[src/rtl/sarc_pkg.sv]
package sarc_pkg;

  // ==========================================================================
  // Widths and counts.
  localparam int unsigned SARC_RES_W      = 18;
  localparam int unsigned SARC_BIT_CNT_W  = 5;
  localparam int unsigned SARC_CYC_W      = 12;

  // ==========================================================================
  // Conversion timing, in internal clock cycles at 25 MHz (40 ns).
  localparam int unsigned SARC_CLK_NS     = 40;
  localparam int unsigned SARC_CONV_NS    = 1400;
  localparam int unsigned SARC_ACQ_NS     = 400;
  localparam int unsigned SARC_CONV_CYC   = (SARC_CONV_NS + SARC_CLK_NS - 1) / SARC_CLK_NS;
  localparam int unsigned SARC_ACQ_CYC    = (SARC_ACQ_NS + SARC_CLK_NS - 1) / SARC_CLK_NS;

  // ==========================================================================
  // Speed modes and parallel width codes.
  typedef enum logic [1:0] {
    SARC_MODE_WARP    = 2'b00,
    SARC_MODE_NORMAL  = 2'b01,
    SARC_MODE_IMPULSE = 2'b10
  } sarc_speed_e;

  localparam logic [1:0] SARC_IFACE_P18    = 2'b00;
  localparam logic [1:0] SARC_IFACE_P16    = 2'b01;
  localparam logic [1:0] SARC_IFACE_P8     = 2'b10;
  localparam logic [1:0] SARC_IFACE_SERIAL = 2'b11;

  // ==========================================================================
  // Control states.
  typedef enum logic [1:0] {
    SARC_ST_IDLE = 2'b00,
    SARC_ST_CONV = 2'b01,
    SARC_ST_SHIFT = 2'b10,
    SARC_ST_ACQ  = 2'b11
  } sarc_state_e;

  // ==========================================================================
  // Pin group carriers.
  typedef struct packed {
    logic                  busy;
    logic [SARC_RES_W-1:0] data_out;
    logic                  data_oe_n;
    logic                  sclk;
    logic                  sync;
    logic                  sdata;
  } sarc_pins_s;

  typedef struct packed {
    logic       coding_select;
    logic       clock_source_select;
    logic       read_timing;
    logic [1:0] iface_sel;
    logic       sclk_invert;
    logic       sync_invert;
    logic [1:0] divider;
  } sarc_cfg_s;

endpackage

[src/rtl/sarc_conv_ctrl.sv]
// Notes on behaviour
// - Falling start input begins conversion; busy ends.
// - Running conversion cannot restart or abort.
// - Start ignores chip select and read.
// - Low-power mode self-restarts while start low.
// - Self restart only in low-power mode.
// - Low-power cuts power; interface stays alive.
// - Outputs drive only when select and read low.
// - Coding select ignored in 18-bit mode.
// - Serial port shares parallel bus pins.
// - Parallel widths 18, 16 or 8 bits.
// - Read after conversion or during next.
// - Both select inputs high choose serial.
// - Serial shifts 18 bits, MSB first.
// - Serial bit changes on falling clock edge, valid at rising.
// - Clock source low makes device master.
// - Master drives strobe; clock, strobe invertible.
// - Read timing picks after or during conversion.
// - Read-after master keeps busy through shift.
// - Serial clock divided by divider setting.
// - Serial edges avoid critical bit decisions.
module sarc_conv_ctrl
  import sarc_pkg::*;
#(
  parameter int unsigned CONV_CYC  = SARC_CONV_CYC,
  parameter int unsigned ACQ_CYC   = SARC_ACQ_CYC,
  parameter int unsigned DIV_BASE  = 1,
  parameter logic [1:0]  IFACE_P18 = SARC_IFACE_P18,
  parameter logic [1:0]  IFACE_P16 = SARC_IFACE_P16,
  parameter logic [1:0]  IFACE_P8  = SARC_IFACE_P8
) (
  input  wire logic                  core_clk,
  input  wire logic                  rst,
  input  wire logic                  convert_start_n,
  input  wire logic                  power_down_pin,
  input  wire logic [1:0]            speed_mode,
  input  wire logic                  chip_select_n,
  input  wire logic                  read_n,
  input  wire logic                  byte_swap,
  input  wire logic                  output_coding_select,
  input  wire logic                  iface_select_lo,
  input  wire logic                  iface_select_hi,
  input  wire logic                  clock_source_select,
  input  wire logic                  read_timing_or_chain_in,
  input  wire logic                  sclk_invert,
  input  wire logic                  sync_invert,
  input  wire logic [1:0]            serial_clock_divider,
  input  wire logic [SARC_RES_W-1:0] sample_code,
  output logic                       busy,
  output logic                       analog_power_on,
  output logic [SARC_RES_W-1:0]      data_out,
  output logic                       data_oe_n,
  output logic                       serial_clk_out,
  output logic                       serial_sync_out,
  output logic                       serial_data_out,
  output logic                       serial_oe_n
);

  // ==========================================================================
  // State.
  typedef struct packed {
    sarc_state_e                state;
    logic [SARC_CYC_W-1:0]      cyc;
    logic                       start_n_d;
    logic [SARC_RES_W-1:0]      result;
    logic [SARC_RES_W-1:0]      shreg;
    logic [SARC_BIT_CNT_W-1:0]  bits_left;
    logic                       shifting;
    logic                       sdata;
    logic                       first_done;
  } sarc_ctrl_s;

  sarc_ctrl_s st_ff;
  sarc_ctrl_s nxt_st;

  logic                  is_serial;
  logic                  is_master;
  logic                  read_after;
  logic                  auto_ok;
  logic                  start_fall;
  logic                  sclk_level;
  logic                  fall_tick;
  logic                  first_half;
  logic [SARC_RES_W-1:0] coded;
  logic [SARC_RES_W-1:0] par_word;
  logic [SARC_RES_W-1:0] coded_new;

  // Flip the sign bit to go from straight binary to twos complement.
  function automatic logic [SARC_RES_W-1:0] sarc_code(input logic [SARC_RES_W-1:0] raw,
                                                      input logic                  binary);
    sarc_code = binary ? raw : {~raw[SARC_RES_W-1], raw[SARC_RES_W-2:0]};
  endfunction

  // ==========================================================================
  // Mode decode.
  assign is_serial  = iface_select_lo & iface_select_hi;
  assign is_master  = is_serial & ~clock_source_select;
  assign read_after = ~read_timing_or_chain_in;
  assign auto_ok    = (speed_mode == SARC_MODE_IMPULSE);
  assign start_fall = st_ff.start_n_d & ~convert_start_n;
  assign first_half = (st_ff.state == SARC_ST_CONV) && (st_ff.cyc >= SARC_CYC_W'(CONV_CYC / 2));
  // The serial word carries the selected coding, like the narrow parallel words.
  assign coded_new  = sarc_code(sample_code, output_coding_select);

  sarc_sclk_gen #(
    .DIV_BASE (DIV_BASE)
  ) u_sclk (
    .core_clk   (core_clk),
    .rst        (rst),
    .run        (st_ff.shifting),
    .divider    (serial_clock_divider),
    .sclk_level (sclk_level),
    .fall_tick  (fall_tick)
  );

  // ==========================================================================
  // Conversion sequencing and serial shifting.
  always_comb begin
    nxt_st = st_ff;
    nxt_st.start_n_d = convert_start_n;
    case (st_ff.state)
      SARC_ST_IDLE: begin
        if (start_fall && !power_down_pin) begin
          nxt_st.state = SARC_ST_CONV;
          nxt_st.cyc   = SARC_CYC_W'(CONV_CYC - 1);
          if (is_master && !read_after) begin
            nxt_st.shreg     = coded;
            nxt_st.bits_left = SARC_BIT_CNT_W'(SARC_RES_W);
            nxt_st.shifting  = st_ff.first_done;
            nxt_st.sdata     = coded[SARC_RES_W-1];
          end
        end
      end
      SARC_ST_CONV: begin
        // Start and power-down are not looked at until the count ends.
        if (st_ff.cyc != '0) begin
          nxt_st.cyc = st_ff.cyc - SARC_CYC_W'(1);
        end else begin
          nxt_st.result     = sample_code;
          nxt_st.first_done = 1'b1;
          if (is_master && read_after) begin
            nxt_st.state     = SARC_ST_SHIFT;
            nxt_st.shreg     = coded_new;
            nxt_st.bits_left = SARC_BIT_CNT_W'(SARC_RES_W);
            nxt_st.shifting  = 1'b1;
            nxt_st.sdata     = coded_new[SARC_RES_W-1];
          end else if (auto_ok && !convert_start_n) begin
            nxt_st.state = SARC_ST_ACQ;
            nxt_st.cyc   = SARC_CYC_W'(ACQ_CYC - 1);
          end else begin
            nxt_st.state = SARC_ST_IDLE;
          end
        end
      end
      SARC_ST_SHIFT: begin
        if (!st_ff.shifting) begin
          if (auto_ok && !convert_start_n) begin
            nxt_st.state = SARC_ST_ACQ;
            nxt_st.cyc   = SARC_CYC_W'(ACQ_CYC - 1);
          end else begin
            nxt_st.state = SARC_ST_IDLE;
          end
        end
      end
      SARC_ST_ACQ: begin
        if (convert_start_n) begin
          nxt_st.state = SARC_ST_IDLE;
        end else if (st_ff.cyc != '0) begin
          nxt_st.cyc = st_ff.cyc - SARC_CYC_W'(1);
        end else begin
          nxt_st.state = SARC_ST_CONV;
          nxt_st.cyc   = SARC_CYC_W'(CONV_CYC - 1);
          if (is_master && !read_after) begin
            nxt_st.shreg     = coded;
            nxt_st.bits_left = SARC_BIT_CNT_W'(SARC_RES_W);
            nxt_st.shifting  = 1'b1;
            nxt_st.sdata     = coded[SARC_RES_W-1];
          end
        end
      end
      default: begin
        nxt_st.state = SARC_ST_IDLE;
      end
    endcase
    // Data changes only on the falling serial edge, so it is stable at the rising edge.
    if (st_ff.shifting && fall_tick) begin
      if (st_ff.bits_left == SARC_BIT_CNT_W'(1)) begin
        nxt_st.shifting  = 1'b0;
        nxt_st.bits_left = '0;
      end else begin
        nxt_st.bits_left = st_ff.bits_left - SARC_BIT_CNT_W'(1);
        nxt_st.shreg     = {st_ff.shreg[SARC_RES_W-2:0], 1'b0};
        nxt_st.sdata     = st_ff.shreg[SARC_RES_W-2];
      end
    end
    // During conversion, shifting is stopped for good once the latter half begins.
    if (st_ff.shifting && (st_ff.state == SARC_ST_CONV) && !read_after && !first_half) begin
      nxt_st.shifting = 1'b0;
    end
  end

  always_ff @(posedge core_clk or posedge rst) begin
    if (rst) begin
      st_ff <= '{state: SARC_ST_IDLE, start_n_d: 1'b1, default: '0};
    end else begin
      st_ff <= nxt_st;
    end
  end

  // ==========================================================================
  // Output coding and parallel bus.
  always_comb begin
    coded = sarc_code(st_ff.result, output_coding_select);
    if ({iface_select_hi, iface_select_lo} == IFACE_P18) begin
      par_word = st_ff.result;
    end else if ({iface_select_hi, iface_select_lo} == IFACE_P16) begin
      par_word = byte_swap ? {16'h0000, coded[1:0]} : {2'b00, coded[SARC_RES_W-1:2]};
    end else if ({iface_select_hi, iface_select_lo} == IFACE_P8) begin
      par_word = byte_swap ? {10'h000, coded[9:2]} : {10'h000, coded[SARC_RES_W-1:10]};
    end else begin
      par_word = '0;
    end
  end

  // The held result stays readable through acquisition and the next conversion.
  assign data_out  = is_serial ? '0 : par_word;
  assign data_oe_n = chip_select_n | read_n | is_serial;

  // ==========================================================================
  // Serial master pins.
  assign serial_clk_out  = (is_master & st_ff.shifting & sclk_level) ^ sclk_invert;
  assign serial_sync_out = (is_master & st_ff.shifting) ^ sync_invert;
  assign serial_data_out = is_master & st_ff.sdata;
  assign serial_oe_n     = ~is_serial | chip_select_n | read_n;

  assign busy = (st_ff.state == SARC_ST_CONV) || (st_ff.state == SARC_ST_SHIFT);
  // Analog core is powered only while converting in low-power mode.
  assign analog_power_on = ~power_down_pin & (~auto_ok | (st_ff.state == SARC_ST_CONV));

endmodule

[src/rtl/sarc_sclk_gen.sv]
module sarc_sclk_gen
  import sarc_pkg::*;
#(
  parameter int unsigned DIV_BASE = 1
) (
  input  wire logic       core_clk,
  input  wire logic       rst,
  input  wire logic       run,
  input  wire logic [1:0] divider,
  output logic            sclk_level,
  output logic            fall_tick
);

  typedef struct packed {
    logic [7:0] cnt;
    logic       lvl;
  } sarc_gen_s;

  sarc_gen_s st_ff;
  sarc_gen_s nxt_st;
  logic [7:0] half_len;

  // ==========================================================================
  // Half period of the serial clock grows by a power of two per divider step.
  always_comb begin
    half_len = 8'((DIV_BASE << divider) - 1);
    nxt_st = st_ff;
    fall_tick = 1'b0;
    if (!run) begin
      nxt_st.cnt = 8'h00;
      nxt_st.lvl = 1'b0;
    end else if (st_ff.cnt >= half_len) begin
      nxt_st.cnt = 8'h00;
      nxt_st.lvl = ~st_ff.lvl;
      fall_tick  = st_ff.lvl;
    end else begin
      nxt_st.cnt = st_ff.cnt + 8'h01;
    end
  end

  always_ff @(posedge core_clk or posedge rst) begin
    if (rst) begin
      st_ff <= '0;
    end else begin
      st_ff <= nxt_st;
    end
  end

  assign sclk_level = st_ff.lvl;

endmodule

[config.mk]
export PLATFORM = sky130hd
export DESIGN_NAME = sarc_conv_ctrl
export DESIGN_NICKNAME = d
export VERILOG_FILES = /design/src/rtl/sarc_pkg.sv /design/src/rtl/sarc_conv_ctrl.sv /design/src/rtl/sarc_sclk_gen.sv
export SDC_FILE = /design/constraint.sdc
export NUM_CORES = 1
export LEC_CHECK = 0
export BUFFER_PORTS_ARGS = -buffer_cell sky130_fd_sc_hd__buf_4
export CAP_MARGIN = 0
export CORE_MARGIN = 5
export CORE_UTILIZATION = 30
export CTS_BUF_LIST = sky130_fd_sc_hd__clkbuf_8
export DETAILED_ROUTE_END_ITERATION = 10
export GPL_TIMING_DRIVEN = 0
export PLACE_DENSITY = 0.46
export SETUP_SLACK_MARGIN = 0.05
export SLEW_MARGIN = 20
export SYNTH_ARGS = -nofsm -noshare
export SYNTH_HDL_FRONTEND = slang
export SYNTH_SLANG_ARGS = --single-unit
[constraint.sdc]
create_clock -name core_clk -period 2.38 [get_ports core_clk]
set_input_delay 0.476 -clock core_clk [delete_from_list [all_inputs] [get_ports core_clk]]
set_output_delay 0.476 -clock core_clk [all_outputs]
set_load 0.01 [all_outputs]
# After elaboration in Yosys (flattened, before gate mapping)

Index checks and enable logic that the tools add are counted.

Bits in registers: 68
Latch bits: 0
Memory bits (writable): 0
Bits in read-only memories: 0
Bits of input ports: 36
Memories kept: 0

$add $sub $neg: 4
Multiply operators: 0
Div/mod/pow operators: 0
Order comparisons: 2
Eq/ne operators: 21
Shift operators: 1
Mux-type cells: 40
Bitwise gates (word level): 24
Reductions and logical operators: 21

Operator list:

| cell                                                                   | count |
|---|---|
| 25-bit two-way mux                                                     | 7 |
| 18-bit two-way mux                                                     | 6 |
| 25-bit one-hot mux with 3 select lines                                 | 1 |
| 12-bit two-way mux                                                     | 5 |
| 14-bit one-hot mux with 4 select lines                                 | 1 |
| 14-bit two-way mux                                                     | 2 |
| 3-bit != test, second input constant                                   | 9 |
| 26-bit two-way mux                                                     | 1 |
| 8-bit two-way mux                                                      | 3 |
| 16-bit two-way mux                                                     | 1 |
| 12-bit by 5-bit >= comparator with 1-bit output, second input constant | 1 |
| 12-bit nonzero test                                                    | 1 |
| 12-bit by 1-bit subtractor with 12-bit output, second input constant   | 1 |
| 2-bit two-way mux                                                      | 5 |
| 1-bit inverter                                                         | 10 |
| 1-bit logical AND                                                      | 9 |
| 9-bit two-way mux                                                      | 1 |
| 8-bit by 1-bit adder with 8-bit output, second input constant          | 1 |
| 2-bit equality test, second input constant                             | 4 |
| 8-bit >= comparator                                                    | 1 |
| 2-bit != test, second input constant                                   | 4 |
| 4-bit AND reduction                                                    | 2 |
| 8-bit AND reduction                                                    | 1 |
| 1-bit by 2-bit left shift with 8-bit output, first input constant      | 1 |
| 15 further kinds                                                       | 35 |

# Depth between registers and ports, before layout

Depth in word-level cells: 10
Depth in mapped cells: 10
Mapped depth without buffers: 8

# Modules after synthesis

From an unflattened synthesis, not the netlist that was laid out.

Cells, all modules: 479
Area, all modules: 4334.2 µm²

By module, submodules not included:

| module         | times used | cells each | area each (µm²) | sequential area each (µm²) |
|---|---|---|---|---|
| sarc_conv_ctrl | 1          | 437        | 3860.0          | 1452.6 |
| sarc_sclk_gen  | 1          | 42         | 474.2           | 225.2 |

# Worst setup path after synthesis

Ideal clock, no wire load.

Kind: input-to-reg
Start: input port serial_clock_divider[1]
End: register st_ff[7] (netlist name)
Library setup time: 131 ps
Data arrival time: 2628 ps
Required time: 2249 ps
Setup slack: -379 ps
Stages: 8
Path buffers: 0
Cells stage by stage: or2_2 -> ha_1 -> nor2b_1 -> o21ai_1 -> a41oi_2 -> or4b_2 -> and3_1 -> or3_1

Cells in the longest elaborated chain, start to end: 8
Elaborated cells on any way between the ends: 16
Classes of those cells: add/sub (1); order compare (1); eq/ne (7); shift (1); mux (3); reduce/logical (3)

RTL lines:

| what                                                                 | RTL line              | RTL |
|---|---|---|
| from (decl)                                                          | sarc_conv_ctrl.sv:47  | `input wire logic [1:0] serial_clock_divider,` |
| 1-bit by 2-bit left shift with 8-bit output (*)                      | sarc_sclk_gen.sv:26   | `half_len = 8'((DIV_BASE << divider) - 1);` |
| 8-bit by 1-bit subtractor with 8-bit output (*)                      | sarc_sclk_gen.sv:26   |  |
| 8-bit >= comparator (*)                                              | sarc_sclk_gen.sv:32   | `end else if (st_ff.cnt >= half_len) begin` |
| 1-bit two-way mux (*)                                                | sarc_sclk_gen.sv:32   |  |
| 1-bit two-way mux (*)                                                | sarc_sclk_gen.sv:29   | `if (!run) begin` |
| 1-bit logical AND (*)                                                | sarc_conv_ctrl.sv:186 | `if (st_ff.shifting && fall_tick) begin` |
| 3-bit != test (no source line) or 4-bit nonzero test (tied branches) | -                     |  |
| 8-bit AND reduction (no source line)                                 | -                     |  |
| to (signal assigned)                                                 | sarc_conv_ctrl.sv:206 | `st_ff <= nxt_st;` |
| to (decl)                                                            | sarc_conv_ctrl.sv:73  | `sarc_ctrl_s st_ff;` |

Every way passes the cells marked *; elsewhere a longest branch is shown, timed or not.
A chain may end at the register's enable or synchronous reset.

==> results_dict.tcl <==
set metrics [dict create \
    cts_tree "yes" \
    grt_pass1_wl_um 23300 \
    synth.most_common_cell "sky130_fd_sc_hd__dfrtp_1" \
    fin_cells 806 \
    synthesis.area_per_instance_um2 8.65 \
    detail_route.vias_per_cell 5.33 \
    total_number_of_placement_rows 44 \
    clkSinkCount 67 \
    yosys.area.top_type_share_pct 36.9 \
    setup_ws_ns 0.0315 \
    fin_worst_skew_ns 0.0124 \
    async_flop_share_pct 100 \
    combPwrFrac_pct 55.0 \
    timing.final.crit_period_ns 2.35 \
    mappedNetlistArea_um2 4480 \
    run_status "finished, final reports clean" \
    cp-end-kind "flip-flop" \
    wire_per_inst_um 17.7 \
    power_frac_seq_pct 30.4 \
    start_util_pct 30.7 \
    h-tree-depth 3 \
    grt_setup_unrepaired "true" \
    final_antenna_net_count 0 \
    yosys_warnings 0 \
    cts-buffers-inserted 9 \
    cts.reportedPaths.clkPinSlew_ns 0.08 \
    place_congestion 0.854 \
    internal-power_w 0.00368 \
    sw_frac_of_total_pct 44.1 \
    post-layout-total-power_w 0.00658 \
    drt_pre_antenna_iters 5 \
    clockRootBuffer "sky130_fd_sc_hd__clkbuf_8" \
    switchingPower_w 0.00290 \
    crit_path_start "st_ff[45]" \
    yosys_most_used_dff "sky130_fd_sc_hd__dfrtp_1" \
    floorplan.die.height_um 132 \
    timing.reg2reg.worst_path_depth 10 \
    drt_first_iter_violations 215 \
    final_layout_size_suffix_gt1_share_pct 30.7 \
    io-pin-count 61 \
    post_synth_main_area_contributors "sky130_fd_sc_hd__dfrtp_1 37%, sky130_fd_sc_hd__nand2_1 5.4%, sky130_fd_sc_hd__nor2_1 5.2%, sky130_fd_sc_hd__mux2i_1 5.1%, sky130_fd_sc_hd__mux2_2 4.8%" \
    max-cap-violations 0 \
    gr-total-overflow 0 \
    critPathCapture "st_ff[21]" \
    worstPathRequired_ns 2.61 \
    r2r_path_start "st_ff[45]" \
    critPathKind "reg -> reg" \
    hold_violations 0 \
    cts_hold_buffers 0 \
    antenna_cells_inserted 0 \
    worstSkewPairLatency_ns 0.35 \
    placement.cell_area_um2 5220 \
    final-setup-viol-count 0 \
    finalMaxSlewViolations 0 \
    grt_pass1_vias 4468 \
    grt_max_degree 50 \
    synth_seq_area_share_pct 37.5 \
    dp.cells 765 \
    min-delay-path-class "in -> async" \
    post_synth_most_frequent_cells "66 x sky130_fd_sc_hd__dfrtp_1, 64 x sky130_fd_sc_hd__nand2_1, 62 x sky130_fd_sc_hd__nor2_1" \
    layout-area-overhead-vs-synth_pct 31.8 \
    io_buffers 60 \
    tightestPinTransition_ns 1.02 \
    routed-via-count 4295 \
    final_area_um2 5900 \
    post_synth_num_cell_types 66 \
    power.density_cell_area_nw_per_um2 1110 \
    timing.critical_path.from_type "flip-flop" \
    max_freq_ghz 0.426 \
    postLayoutCoreUtil_pct 40.5 \
    yosys_register_bits 67 \
    clock_power_share_pct 14.7 \
    totalWireLength_um 14300 \
    post-synth-top-area-cell "sky130_fd_sc_hd__dfrtp_1" \
    detailedPlace.worstSlack_ns -0.595 \
    drc_markers 0 \
    worst-endpoint-arrival_ns 2.58 \
    rrSetupSlack_ns 0.03 \
    timing.rr.end "st_ff[21]" \
    power.ir.vdd_worst_mv 0.507 \
    global_route.usage.total_pct 16.3 \
    design.die.area_um2 17500 \
    finalCritPeriodShare_pct 98.7 \
    core-area_um2 14600 \
    worstPathMaxFanout 8 \
    floorplan.die.width_um 132 \
    clock_buffer_depth 2 \
    layout.nets 667 \
    total_leakage_power_nw 2.65 \
    post-dp-hpwl_um 10200 \
    synth_cells 518 \
    grt_antenna_before_repair 0 \
    count_of_flip_flops_with_a_built_in_enable_after_synthesis 0 \
    slew_headroom_pct 31.6 \
]
final cells by class:
type | instances | area (um^2)
sequential | 67 | 1690
clock inverter | 6 | 57.6
multi-input combinational | 410 | 2830
buffer | 24 | 179
inverter | 14 | 62.6
timing repair buffer | 91 | 724
clock buffer | 10 | 138
fill | 1483 | 8680
tap | 184 | 230
power by group through the flow:
| stage | clock, W | sequential, W | combinational, W |
|---|---|---|---|
| CTS | 0.000999 | 0.00197 | 0.00335 |
| global route | 0.00105 | 0.00205 | 0.00398 |
| floorplan | 0 | 0.00178 | 0.00210 |
| finish | 0.000965 | 0.00200 | 0.00361 |
| global placement | 0 | 0.00197 | 0.00287 |
| detailed placement | 0 | 0.00197 | 0.00292 |
through the flow:
step | setup TNS (ns) | hold WS (ns)
6_report | 0 | 0.0760
5_1_grt | -0.385 | 0.0805
4_1_cts | 0 | 0.0700
3_5_place_dp | -13.08 | 0.459
3_3_place_gp | -65.57 | 0.456
2_1_floorplan | -0.0536 | 0.440
worst min path at each step:
stage,slack (ns),cells past startpoint,start,endpoint
3_3_place_gp,0.46,1,st_ff[0],st_ff[0]
3_5_place_dp,0.46,2,rst,st_ff[52]
5_1_grt,0.08,2,rst,st_ff[51]
6_report,0.08,2,rst,st_ff[50]
4_1_cts,0.07,2,rst,st_ff[51]
2_1_floorplan,0.44,1,st_ff[0],st_ff[0]
layer usage:
layer	vias up	share of wire [%]	global-route usage, %
met4	0	2.2	5.66
met1	2095	44	20.6
met3	26	3.8	3.40
li1	2068	-	-
met2	106	50	27.6
met5	-	0	0
what timing repair did:
action / 4_1_cts / 5_1_grt
endpoints found under the setup margin: 57 / 35
cloned: 0 / 1
pin swaps: 7 / 17
buffers inserted: 19 / 10
resized for setup: 47 / 29
cells in the final DEF (no fill, tap or decap), types with 4 or more instances in the layout:
cell	netlist	layout
sky130_fd_sc_hd__conb_1	2	4
sky130_fd_sc_hd__xor2_1	4	4
sky130_fd_sc_hd__nor2b_1	13	11
sky130_fd_sc_hd__nand3_1	7	7
sky130_fd_sc_hd__a31oi_1	13	13
sky130_fd_sc_hd__a21oi_1	27	26
sky130_fd_sc_hd__clkbuf_2	0	4
sky130_fd_sc_hd__inv_1	12	10
sky130_fd_sc_hd__and3_1	4	4
sky130_fd_sc_hd__mux2_2	19	19
sky130_fd_sc_hd__a22oi_1	4	4
sky130_fd_sc_hd__o21ai_0	42	41
sky130_fd_sc_hd__nand2b_1	6	6
sky130_fd_sc_hd__mux2i_1	23	23
sky130_fd_sc_hd__buf_4	0	91
sky130_fd_sc_hd__nor4_1	5	5
sky130_fd_sc_hd__nor2_1	62	59
sky130_fd_sc_hd__dfrtp_2	0	6
sky130_fd_sc_hd__nor3_1	11	10
sky130_fd_sc_hd__nand2_1	64	61
sky130_fd_sc_hd__a221oi_2	0	5
sky130_fd_sc_hd__nand3b_1	5	5
sky130_fd_sc_hd__nor3b_1	5	4
sky130_fd_sc_hd__xnor2_1	4	4
sky130_fd_sc_hd__o2bb2ai_1	15	15
sky130_fd_sc_hd__ha_1	14	9
sky130_fd_sc_hd__dfrtp_1	66	60
sky130_fd_sc_hd__clkbuf_1	21	10
sky130_fd_sc_hd__clkbuf_8	0	11
registers in the layout, summed over array words and instances, names as in the netlist:
| register | count |
|---|---|
| st_ff | 58 |
| u_sclk.st_ff | 8 |
| u_sclk.sclk_level | 1 |
worst max-delay path: stages, from the launching register on:
cell and delay (ns):
sky130_fd_sc_hd__dfrtp_2 0.42, sky130_fd_sc_hd__inv_2 0.06, sky130_fd_sc_hd__ha_1 0.13, sky130_fd_sc_hd__nor3b_4 0.24, sky130_fd_sc_hd__buf_4 0.17, sky130_fd_sc_hd__nand3_4 0.08, sky130_fd_sc_hd__o31a_1 0.26, sky130_fd_sc_hd__or3_4 0.35
sky130_fd_sc_hd__buf_12 0.16, sky130_fd_sc_hd__a221oi_2 0.24, sky130_fd_sc_hd__nor2_1 0.09
kinds of logic after synthesis:
| logic type | Yosys count | synth area share [%] |
|---|---|---|
| buffers and inverters | 43 | 3.80 |
| adders and majority gates | 14 | 3.91 |
| muxes | 42 | 9.92 |
| AOI/OAI and AO/OA | 138 | 20.3 |
| xor gates and xnor gates | 8 | 1.56 |
| DFF | 67 | 37.5 |
| and+or+nand+nor | 204 | 22.9 |
| other | 2 | 0.168 |
Note: power is estimated with default switching activity, not from simulation.
